$ cat src/verilog/nvc_pkg.sv
// Constants shared by the nested vector controller and its helpers.
// Assumes one 10 MHz clock domain with a synchronous active-high reset.
package nvc_pkg;
  localparam int N_SYS = 16;
  localparam int N_IRQ = 32;
  localparam int N_EXC = 48;
  localparam int DMA_GRP = 16;
  localparam int PRIO_W = 3;
  localparam int EXT_W = 4;
  localparam int IDX_W = 6;
  localparam int AW = 10;

  // Table offsets
  localparam logic [AW-1:0] VEC_SP_OFS = 10'h000;
  localparam logic [AW-1:0] VEC_RESET_OFS = 10'h004;
  localparam logic [AW-1:0] VEC_IRQ_BASE = 10'h040;
  localparam logic [AW-1:0] VEC_IRQ_LAST = 10'h3FC;
  localparam int VEC_ENTRY_SHIFT = 2;

  // Exception numbers
  localparam logic [IDX_W-1:0] EXC_RESET = 6'h01;
  localparam logic [IDX_W-1:0] EXC_NMI = 6'h02;
  localparam logic [IDX_W-1:0] EXC_HARD = 6'h03;
  localparam logic [IDX_W-1:0] EXC_MEM = 6'h04;
  localparam logic [IDX_W-1:0] EXC_BUS = 6'h05;
  localparam logic [IDX_W-1:0] EXC_USAGE = 6'h06;
  localparam logic [IDX_W-1:0] EXC_SVC = 6'h0B;
  localparam logic [IDX_W-1:0] EXC_DBG = 6'h0C;
  localparam logic [IDX_W-1:0] EXC_DEFERRED_SERVICE_REQUEST = 6'h0E;
  localparam logic [IDX_W-1:0] EXC_TICK = 6'h0F;
  localparam logic [IDX_W-1:0] EXC_IRQ0 = 6'h10;

  // Fixed levels -3/-2/-1 become 0/1/2; programmable p becomes p+3
  localparam logic [EXT_W-1:0] LVL_RESET = 4'h0;
  localparam logic [EXT_W-1:0] LVL_NMI = 4'h1;
  localparam logic [EXT_W-1:0] LVL_HARD = 4'h2;
  localparam logic [EXT_W-1:0] LVL_PROG_BASE = 4'h3;
  localparam logic [EXT_W-1:0] LVL_IDLE = 4'hF;

  // Source selector codes
  localparam logic [1:0] SRC_FIXED = 2'h0;
  localparam logic [1:0] SRC_DMA = 2'h1;
  localparam logic [1:0] SRC_ARRAY = 2'h2;

  // Words moved by the hardware stacking engine, one per cycle
  localparam logic [3:0] STACK_WORDS = 4'h8;

  typedef enum logic [2:0] {
    ST_BOOT_SP, ST_BOOT_PC, ST_RUN, ST_STACK, ST_FETCH, ST_EXIT, ST_UNSTACK
  } nvc_state_t;
endpackage

$ cat src/verilog/nvc_ctrl.sv
// Nested vector controller: pending/active tracking, priority resolution,
// hardware stacking sequence, tail-chaining and late arrival, boot fetch.
// Assumes the core and vector memory answer fetches with vec_ready.
module nvc_ctrl #(
  parameter int NMI_PINS = 8,
  parameter int NMI_SEL_W = 3
) (
  input wire logic clk,
  input wire logic srst,
  input wire logic [nvc_pkg::N_IRQ-1:0] fixed_irq,
  input wire logic [nvc_pkg::DMA_GRP-1:0] dma_terminal_out_low_group,
  input wire logic [nvc_pkg::DMA_GRP-1:0] dma_terminal_out_high_group,
  input wire logic [nvc_pkg::N_IRQ-1:0] array_irq,
  input wire logic [2*nvc_pkg::N_IRQ-1:0] source_sel,
  input wire logic [nvc_pkg::N_IRQ-1:0] irq_enable,
  input wire logic [nvc_pkg::N_IRQ*nvc_pkg::PRIO_W-1:0] irq_priority,
  input wire logic [nvc_pkg::N_SYS*nvc_pkg::PRIO_W-1:0] sys_priority,
  input wire logic [2:0] fault_enable,
  input wire logic [1:0] priority_group,
  input wire logic [nvc_pkg::PRIO_W-1:0] base_priority_mask,
  input wire logic primask,
  input wire logic faultmask,
  input wire logic [NMI_PINS-1:0] nmi_pins,
  input wire logic [NMI_SEL_W-1:0] nmi_pin_sel,
  input wire logic nmi_connect,
  input wire logic nonexec_fetch,
  input wire logic bus_error,
  input wire logic invalid_instr,
  input wire logic service_call,
  input wire logic debug_monitor,
  input wire logic deferred_service_request,
  input wire logic system_tick_timer,
  input wire logic exc_return,
  input wire logic vec_ready,
  input wire logic [31:0] vec_data,
  output logic vec_fetch_q,
  output logic [nvc_pkg::AW-1:0] vec_addr_q,
  output logic sp_load_q,
  output logic [31:0] main_stack_pointer_q,
  output logic handler_start_q,
  output logic [31:0] handler_addr_q,
  output logic [nvc_pkg::IDX_W-1:0] exc_num_q,
  output logic stacking_q,
  output logic unstacking_q,
  output logic [nvc_pkg::N_EXC-1:0] pending_q,
  output logic [nvc_pkg::N_EXC-1:0] active_q,
  output logic [nvc_pkg::EXT_W-1:0] running_level_q
);
  localparam int NE = nvc_pkg::N_EXC;
  localparam int EW = nvc_pkg::EXT_W;
  localparam int PW = nvc_pkg::PRIO_W;
  localparam logic [NE-1:0] SYS_IMPL = 48'h0000_0000_D87C;

  if (NMI_PINS < 1 || NMI_PINS > (1 << NMI_SEL_W)) begin : g_bad_nmi
    $error("nvc_ctrl: NMI_PINS does not fit NMI_SEL_W");
  end

  // Extended level of a programmable value
  function automatic logic [EW-1:0] prog_level(input logic [PW-1:0] p);
    prog_level = nvc_pkg::LVL_PROG_BASE + EW'(p);
  endfunction

  nvc_pkg::nvc_state_t state_q, state_d;
  logic [3:0] cnt_q;
  logic [nvc_pkg::IDX_W-1:0] taken_q;
  logic [nvc_pkg::N_IRQ-1:0] src_prev_q;
  logic nmi_prev_q;

  wire logic [nvc_pkg::N_IRQ-1:0] src;
  wire logic [NE*EW-1:0] full_lvl;
  wire logic [NE*EW-1:0] grp_lvl;
  wire logic [NE-1:0] take_ok;
  wire logic [NE-1:0] eligible;
  wire logic [NE-1:0] pend_set;
  wire logic [NE-1:0] pend_clr;
  wire logic [PW-1:0] grp_mask;
  wire logic [EW-1:0] run_grp;
  wire logic [nvc_pkg::IDX_W-1:0] win_idx;
  wire logic [nvc_pkg::IDX_W-1:0] act_idx;
  wire logic win_found;
  wire logic act_found;
  wire logic nmi_level;
  wire logic inv_state;
  wire logic [2:0] fault_req;
  wire logic [2:0] fault_escalate;
  wire logic entry_done;
  wire logic stack_end;
  wire logic unstack_end;

  nvc_src_sel #(
    .N(nvc_pkg::N_IRQ)
  ) u_src (
    .fixed_irq(fixed_irq),
    .dma_terminal_out_low_group(dma_terminal_out_low_group),
    .dma_terminal_out_high_group(dma_terminal_out_high_group),
    .array_irq(array_irq),
    .source_sel(source_sel),
    .src(src)
  );

  // Only the upper PRIO_W minus priority_group bits form the preempting group level
  assign grp_mask = PW'(3'h7 << priority_group);

  for (genvar i = 0; i < NE; i++) begin : g_exc
    wire logic [PW-1:0] raw;
    wire logic en;
    wire logic masked;
    if (i < nvc_pkg::N_SYS) begin : g_sys
      assign raw = sys_priority[i*PW +: PW];
      assign en = (i >= 4 && i <= 6) ? fault_enable[(i >= 4) ? i - 4 : 0] : SYS_IMPL[i];
    end else begin : g_irq
      // Levels are read live so software may retune them at any time
      assign raw = irq_priority[(i-16)*PW +: PW];
      assign en = irq_enable[i-16];
    end
    if (i == 1) begin : g_lv_reset
      assign full_lvl[i*EW +: EW] = nvc_pkg::LVL_RESET;
      assign grp_lvl[i*EW +: EW] = nvc_pkg::LVL_RESET;
    end else if (i == 2) begin : g_lv_nmi
      assign full_lvl[i*EW +: EW] = nvc_pkg::LVL_NMI;
      assign grp_lvl[i*EW +: EW] = nvc_pkg::LVL_NMI;
    end else if (i == 3) begin : g_lv_hard
      assign full_lvl[i*EW +: EW] = nvc_pkg::LVL_HARD;
      assign grp_lvl[i*EW +: EW] = nvc_pkg::LVL_HARD;
    end else begin : g_lv_prog
      assign full_lvl[i*EW +: EW] = prog_level(raw);
      assign grp_lvl[i*EW +: EW] = prog_level(raw & grp_mask);
    end
    assign masked = faultmask ? (i != 2) :
                    primask ? (i != 2 && i != 3) :
                    (base_priority_mask != '0 && i > 3 && raw >= base_priority_mask);
    assign take_ok[i] = en && !masked && (grp_lvl[i*EW +: EW] < run_grp);
  end

  assign eligible = pending_q & take_ok;

  // Full level picks among eligible; ties fall to the lower number
  nvc_prio_arb #(
    .N(NE),
    .W(EW),
    .IW(nvc_pkg::IDX_W)
  ) u_win (
    .req(eligible),
    .prio(full_lvl),
    .found(win_found),
    .idx(win_idx),
    .level()
  );

  // Running group level comes from the innermost active handler
  nvc_prio_arb #(
    .N(NE),
    .W(EW),
    .IW(nvc_pkg::IDX_W)
  ) u_act (
    .req(active_q),
    .prio(grp_lvl),
    .found(act_found),
    .idx(act_idx),
    .level(run_grp)
  );

  assign nmi_level = nmi_connect && nmi_pins[nmi_pin_sel];
  assign entry_done = (state_q == nvc_pkg::ST_FETCH) && vec_ready;
  // An even entry would leave the compact state
  assign inv_state = entry_done && !vec_data[0];
  assign fault_req = {invalid_instr | inv_state, bus_error, nonexec_fetch};
  assign fault_escalate = fault_req & ~take_ok[6:4];

  assign pend_set[0] = 1'b0;
  assign pend_set[1] = 1'b0;
  assign pend_set[2] = nmi_level && !nmi_prev_q;
  assign pend_set[3] = |fault_escalate;
  assign pend_set[6:4] = fault_req & take_ok[6:4];
  assign pend_set[10:7] = 4'h0;
  assign pend_set[11] = service_call;
  assign pend_set[12] = debug_monitor;
  assign pend_set[13] = 1'b0;
  assign pend_set[14] = deferred_service_request;
  assign pend_set[15] = system_tick_timer;
  assign pend_set[NE-1:16] = src & ~src_prev_q;
  assign pend_clr = entry_done ? (NE'(1) << taken_q) : '0;

  assign stack_end = (state_q == nvc_pkg::ST_STACK) && (cnt_q == nvc_pkg::STACK_WORDS - 4'h1);
  assign unstack_end = (state_q == nvc_pkg::ST_UNSTACK) &&
                       (cnt_q == nvc_pkg::STACK_WORDS - 4'h1);

  always_comb begin
    state_d = state_q;
    case (state_q)
      nvc_pkg::ST_BOOT_SP: if (vec_ready) state_d = nvc_pkg::ST_BOOT_PC;
      nvc_pkg::ST_BOOT_PC: if (vec_ready) state_d = nvc_pkg::ST_RUN;
      nvc_pkg::ST_RUN: begin
        if (win_found) begin
          state_d = nvc_pkg::ST_STACK;
        end else if (exc_return && act_found) begin
          state_d = nvc_pkg::ST_EXIT;
        end
      end
      nvc_pkg::ST_STACK: begin
        if (stack_end) state_d = win_found ? nvc_pkg::ST_FETCH : nvc_pkg::ST_UNSTACK;
      end
      nvc_pkg::ST_FETCH: if (vec_ready) state_d = nvc_pkg::ST_RUN;
      // Chain straight into the next handler, skipping restore and save
      nvc_pkg::ST_EXIT: begin
        state_d = win_found ? nvc_pkg::ST_FETCH : nvc_pkg::ST_UNSTACK;
      end
      nvc_pkg::ST_UNSTACK: if (unstack_end) state_d = nvc_pkg::ST_RUN;
      default: state_d = nvc_pkg::ST_BOOT_SP;
    endcase
  end

  // Winner is re-chosen until stacking ends, so late arrivals go first
  wire logic take_now = stack_end || (state_q == nvc_pkg::ST_EXIT);
  wire logic [nvc_pkg::IDX_W-1:0] taken_d = take_now ? win_idx : taken_q;
  wire logic [nvc_pkg::AW-1:0] fetch_addr =
    nvc_pkg::AW'(taken_d) << nvc_pkg::VEC_ENTRY_SHIFT;
  wire logic [nvc_pkg::AW-1:0] vec_addr_d =
    (state_d == nvc_pkg::ST_BOOT_SP) ? nvc_pkg::VEC_SP_OFS :
    (state_d == nvc_pkg::ST_BOOT_PC) ? nvc_pkg::VEC_RESET_OFS : fetch_addr;
  wire logic [NE-1:0] act_clr =
    (state_q == nvc_pkg::ST_RUN && state_d == nvc_pkg::ST_EXIT) ? (NE'(1) << act_idx) : '0;

  always_ff @(posedge clk) begin
    if (srst) begin
      state_q <= nvc_pkg::ST_BOOT_SP;
      cnt_q <= 4'h0;
      taken_q <= '0;
      src_prev_q <= '0;
      nmi_prev_q <= 1'b0;
      pending_q <= '0;
      active_q <= '0;
    end else begin
      state_q <= state_d;
      cnt_q <= (state_d != state_q) ? 4'h0 : cnt_q + 4'h1;
      taken_q <= taken_d;
      src_prev_q <= src;
      nmi_prev_q <= nmi_level;
      // A new event in the clearing cycle survives
      pending_q <= pend_set | (pending_q & ~pend_clr);
      active_q <= (active_q & ~act_clr) | pend_clr;
    end
  end

  always_ff @(posedge clk) begin
    if (srst) begin
      vec_fetch_q <= 1'b0;
      vec_addr_q <= nvc_pkg::VEC_SP_OFS;
      stacking_q <= 1'b0;
      unstacking_q <= 1'b0;
      running_level_q <= nvc_pkg::LVL_IDLE;
    end else begin
      vec_fetch_q <= (state_d == nvc_pkg::ST_BOOT_SP) || (state_d == nvc_pkg::ST_BOOT_PC) ||
                     (state_d == nvc_pkg::ST_FETCH);
      vec_addr_q <= vec_addr_d;
      stacking_q <= (state_d == nvc_pkg::ST_STACK);
      unstacking_q <= (state_d == nvc_pkg::ST_UNSTACK);
      running_level_q <= run_grp;
    end
  end

  always_ff @(posedge clk) begin
    if (srst) begin
      sp_load_q <= 1'b0;
      main_stack_pointer_q <= 32'h0000_0000;
      handler_start_q <= 1'b0;
      handler_addr_q <= 32'h0000_0000;
      exc_num_q <= '0;
    end else begin
      sp_load_q <= (state_q == nvc_pkg::ST_BOOT_SP) && vec_ready;
      if ((state_q == nvc_pkg::ST_BOOT_SP) && vec_ready) begin
        main_stack_pointer_q <= vec_data;
      end
      handler_start_q <= ((state_q == nvc_pkg::ST_BOOT_PC) && vec_ready) || entry_done;
      if (((state_q == nvc_pkg::ST_BOOT_PC) && vec_ready) || entry_done) begin
        handler_addr_q <= {vec_data[31:1], 1'b0};
        exc_num_q <= entry_done ? taken_q : nvc_pkg::EXC_RESET;
      end
    end
  end
endmodule // nvc_ctrl

$ cat src/verilog/nvc_src_sel.sv
// Per-vector interrupt source selection.
// Assumes all request inputs are synchronous to the controller clock.
module nvc_src_sel #(
  parameter int N = 32
) (
  input wire logic [N-1:0] fixed_irq,
  input wire logic [nvc_pkg::DMA_GRP-1:0] dma_terminal_out_low_group,
  input wire logic [nvc_pkg::DMA_GRP-1:0] dma_terminal_out_high_group,
  input wire logic [N-1:0] array_irq,
  input wire logic [2*N-1:0] source_sel,
  output logic [N-1:0] src
);
  if (N > 2 * nvc_pkg::DMA_GRP || N < 1) begin : g_bad_n
    $error("nvc_src_sel: N out of range");
  end

  for (genvar n = 0; n < N; n++) begin : g_vec
    wire logic dma_line;
    wire logic [1:0] sel;
    // DMA lines bypass the routing fabric
    if (n < nvc_pkg::DMA_GRP) begin : g_lo
      assign dma_line = dma_terminal_out_low_group[n];
    end else begin : g_hi
      assign dma_line = dma_terminal_out_high_group[n - nvc_pkg::DMA_GRP];
    end
    assign sel = source_sel[2*n +: 2];
    // Array line may carry any routed signal, so any source reaches any vector
    assign src[n] = (sel == nvc_pkg::SRC_FIXED) ? fixed_irq[n] :
                    (sel == nvc_pkg::SRC_DMA) ? dma_line :
                    (sel == nvc_pkg::SRC_ARRAY) ? array_irq[n] : 1'b0;
  end
endmodule // nvc_src_sel

$ cat src/verilog/nvc_prio_arb.sv
// Lowest-level-wins arbiter; ties go to the lowest index.
// Assumes combinational use inside one clock domain.
module nvc_prio_arb #(
  parameter int N = 48,
  parameter int W = 4,
  parameter int IW = 6
) (
  input wire logic [N-1:0] req,
  input wire logic [N*W-1:0] prio,
  output logic found,
  output logic [IW-1:0] idx,
  output logic [W-1:0] level
);
  if (N < 2 || N > (1 << IW)) begin : g_bad_n
    $error("nvc_prio_arb: N does not fit index width");
  end

  // Scan downward with <= so an equal level at a lower index wins
  always_comb begin
    found = 1'b0;
    idx = '0;
    level = '1;
    for (int i = N - 1; i >= 0; i--) begin
      if (req[i] && prio[i*W +: W] <= level) begin
        found = 1'b1;
        idx = IW'(i);
        level = prio[i*W +: W];
      end
    end
  end
endmodule // nvc_prio_arb

$ cat config.mk
export PLATFORM = sky130hd
export DESIGN_NAME = nvc_ctrl
export DESIGN_NICKNAME = d
export VERILOG_FILES = /design/src/verilog/nvc_pkg.sv /design/src/verilog/nvc_ctrl.sv /design/src/verilog/nvc_src_sel.sv /design/src/verilog/nvc_prio_arb.sv
export SDC_FILE = /design/constraint.sdc
export NUM_CORES = 2
export LEC_CHECK = 0
export ABC_AREA = 1
export BUFFER_PORTS_ARGS = -buffer_cell sky130_fd_sc_hd__buf_2
export CAP_MARGIN = 40
export CORE_ASPECT_RATIO = 1.2
export CORE_MARGIN = 5
export CORE_UTILIZATION = 45
export CTS_CLUSTER_SIZE = 24
export DETAILED_ROUTE_END_ITERATION = 10
export PLACE_DENSITY = 0.7
export SLEW_MARGIN = 15
export SYNTH_ARGS = -nofsm -noshare
export SYNTH_HDL_FRONTEND = slang
export SYNTH_HIERARCHICAL = 1
export SYNTH_SLANG_ARGS = --single-unit
$ cat constraint.sdc
create_clock -name clk -period 279.2 [get_ports clk]
set_input_delay 55.84 -clock clk [delete_from_list [all_inputs] [get_ports clk]]
set_output_delay 55.84 -clock clk [all_outputs]
set_load 0.01 [all_outputs]
==> impl_metrics.env <==
export IMPL_rsz0062_at_grt="no"
export IMPL_path_common_cell="nand2_1"
export IMPL_comb_power_share=0.512
export IMPL_setup_viol=0
export IMPL_antenna_found_initial=8
export IMPL_relSlewSlack=0.417
export IMPL_h_tree_depth=1
export IMPL_period_share=0.554
export IMPL_syn_area_per_cell_um2=6.11
export IMPL_postCtsHoldBufs=0
export IMPL_status="complete, no violations"
export IMPL_routed_via_density=5.24
export IMPL_initial_core_util=0.453
export IMPL_yosys_warnings=6
export IMPL_fp_coreArea_um2=80400
export IMPL_netlist_area_um2=36400
export IMPL_worst_endpoint_required_ns=279.67
export IMPL_fillers=8402
export IMPL_worst_endpoint_arrival_ns=155.20
export IMPL_port_buffers=571
export IMPL_p_sw_mw=0.0714
export IMPL_grt_pass1_vias=37300
export IMPL_post_cts_buffers=0
export IMPL_sequentialPowerShare=0.222
export IMPL_cts_tree="built"
export IMPL_max_cap_viol_count=0
export IMPL_finalHoldViolCount=0
export IMPL_power_mw=0.161
export IMPL_floorplan_die_height_um=322
export IMPL_dpl_hpwl_mm=106
export IMPL_slowest_stage="nor3_1"
export IMPL_grt_overflow=0
export IMPL_setup_ws_ns=124.47
export IMPL_syn_inst=5966
export IMPL_routed_via_count=40100
export IMPL_fin_skew_ns=0.0694
export IMPL_p_leak_nw=24.0
export IMPL_crit_fanout=22
export IMPL_place_congestion=0.958
export IMPL_crit_type="primary input to register"
export IMPL_stdcell_count=7648
export IMPL_grt_max_degree=75
export IMPL_swShare=0.444
export IMPL_clock_latency_ns=0.66
export IMPL_fin_tns_setup_ns=0
export IMPL_max_vdd_ir_drop_v=0.00000548
export IMPL_period_minus_slack_ns=154.73
export IMPL_drc_errors=0
export IMPL_clk_pin_slew_ns=0.07
export IMPL_final_cell_mix="1260 x nand2_1, 1036 x inv_1, 571 x buf_2"
export IMPL_routed_wl_mm=127
export IMPL_maxSlewViolCount=0
export IMPL_grt_usage=0.276
export IMPL_worst_pin_slew_ns=0.867
export IMPL_dp_cells=7588
export IMPL_crit_path_start_kind="primary input"
export IMPL_avgRoutedWirePerCell_um=16.5
export IMPL_hold_class="register to register"
export IMPL_rows=114
export IMPL_pwr_density_cell_nw_per_um2=3.85
export IMPL_holdWs_ns=0.416
export IMPL_dieArea_um2=86800
export IMPL_fmax_ghz=0.00646
export IMPL_cts_made_buffers=30
export IMPL_grt_pass1_wl_mm=195
export IMPL_drt_pass1_iter_count=7
export IMPL_initialDrtViolationCount=2259
export IMPL_antenna_left=0
export IMPL_cp_end_kind="register"
export IMPL_ctsResizeCount=0
export IMPL_cts_buffer_depth=3
export IMPL_area_growth_pct=14.5
export IMPL_max_stage_delay_ns=0.64
export IMPL_p_clk_frac=0.266
export IMPL_io_pins=586
export IMPL_p_int_mw=0.0893
export IMPL_place_ws_ns=124.83
export IMPL_num_nets_final=7542
export IMPL_die_w_um=270
export IMPL_drive_above_1_share=0.171
export IMPL_cts_num_sinks=226
export IMPL_final_common_cell="nand2_1"
export IMPL_cts_root_buf="clkbuf_16"
==> per-layer routing <==
metal | share of wire | GRT usage | vias to the layer above
li1 | - | - | 20600
met1 | 0.41 | 0.321 | 18100
met2 | 0.47 | 0.493 | 1147
met3 | 0.070 | 0.0523 | 239
met4 | 0.050 | 0.125 | 0
met5 | 0 | 0 | -
==> stage by stage <==
stage          utilization  cell area (um2)
2_1_floorplan            -            36700
3_5_place_dp         0.505            40700
3_3_place_gp         0.505            40600
6_report             0.519            41700
5_1_grt              0.519            41700
4_1_cts              0.519            41700
==> power by group through the flow <==
stage	sequential, mW	combinational (mW)	clock [mW]
after floorplan	0.0368	0.0601	0
after global placement	0.0363	0.0789	0
after detailed placement	0.0364	0.0809	0
after CTS	0.0357	0.0813	0.0438
after global routing	0.0359	0.0947	0.0452
final	0.0357	0.0823	0.0428
==> layout make-up <==
type | instances | area (um2) | area share
inverters | 1135 | 4270 | 0.102
multi-input cells | 4578 | 27400 | 0.657
flip-flops and latches | 226 | 4520 | 0.108
well taps | 1044 | 1310 | 0.0313
clock inverters | 18 | 250 | 0.00600
repair buffers | 605 | 3150 | 0.0754
clock buffers | 36 | 813 | 0.0195
diodes | 6 | 15.0 | 0.000360
==> path summary, 6_finish.rpt <==
path | start | endpoint | slack (ns) | depth (start not counted)
max | priority_group[1] | vec_fetch_q | 124.47 | 865
min | nmi_prev_q | pending_q[2] | 0.42 | 1
max reg2reg | active_q[47] | vec_fetch_q | 180.25 | 762
min reg2reg | nmi_prev_q | pending_q[2] | 0.42 | 1
==> worst max-delay path: cells and delay by family <==
family | cells | cell delay [ns]
AND/OR/NAND/NOR | 538 | 46.39
adder cells (fa/ha/maj) | 99 | 30.14
AO/OA/AOI/OAI | 140 | 28.75
buffers and inverters | 87 | 6.38
XOR/XNOR | 1 | 0.32
==> registers in the layout (all words and copies together) (netlist names) <==
signal,count
state_q,3
src_prev_q,32
unstacking_q,1
taken_q,6
stacking_q,1
main_stack_pointer_q,32
sp_load_q,1
vec_addr_q,6
active_q,48
exc_num_q,6
running_level_q,4
cnt_q,4
handler_start_q,1
nmi_prev_q,1
pending_q,48
handler_addr_q,31
vec_fetch_q,1
No activity file was read; power rests on OpenSTA's default activity.
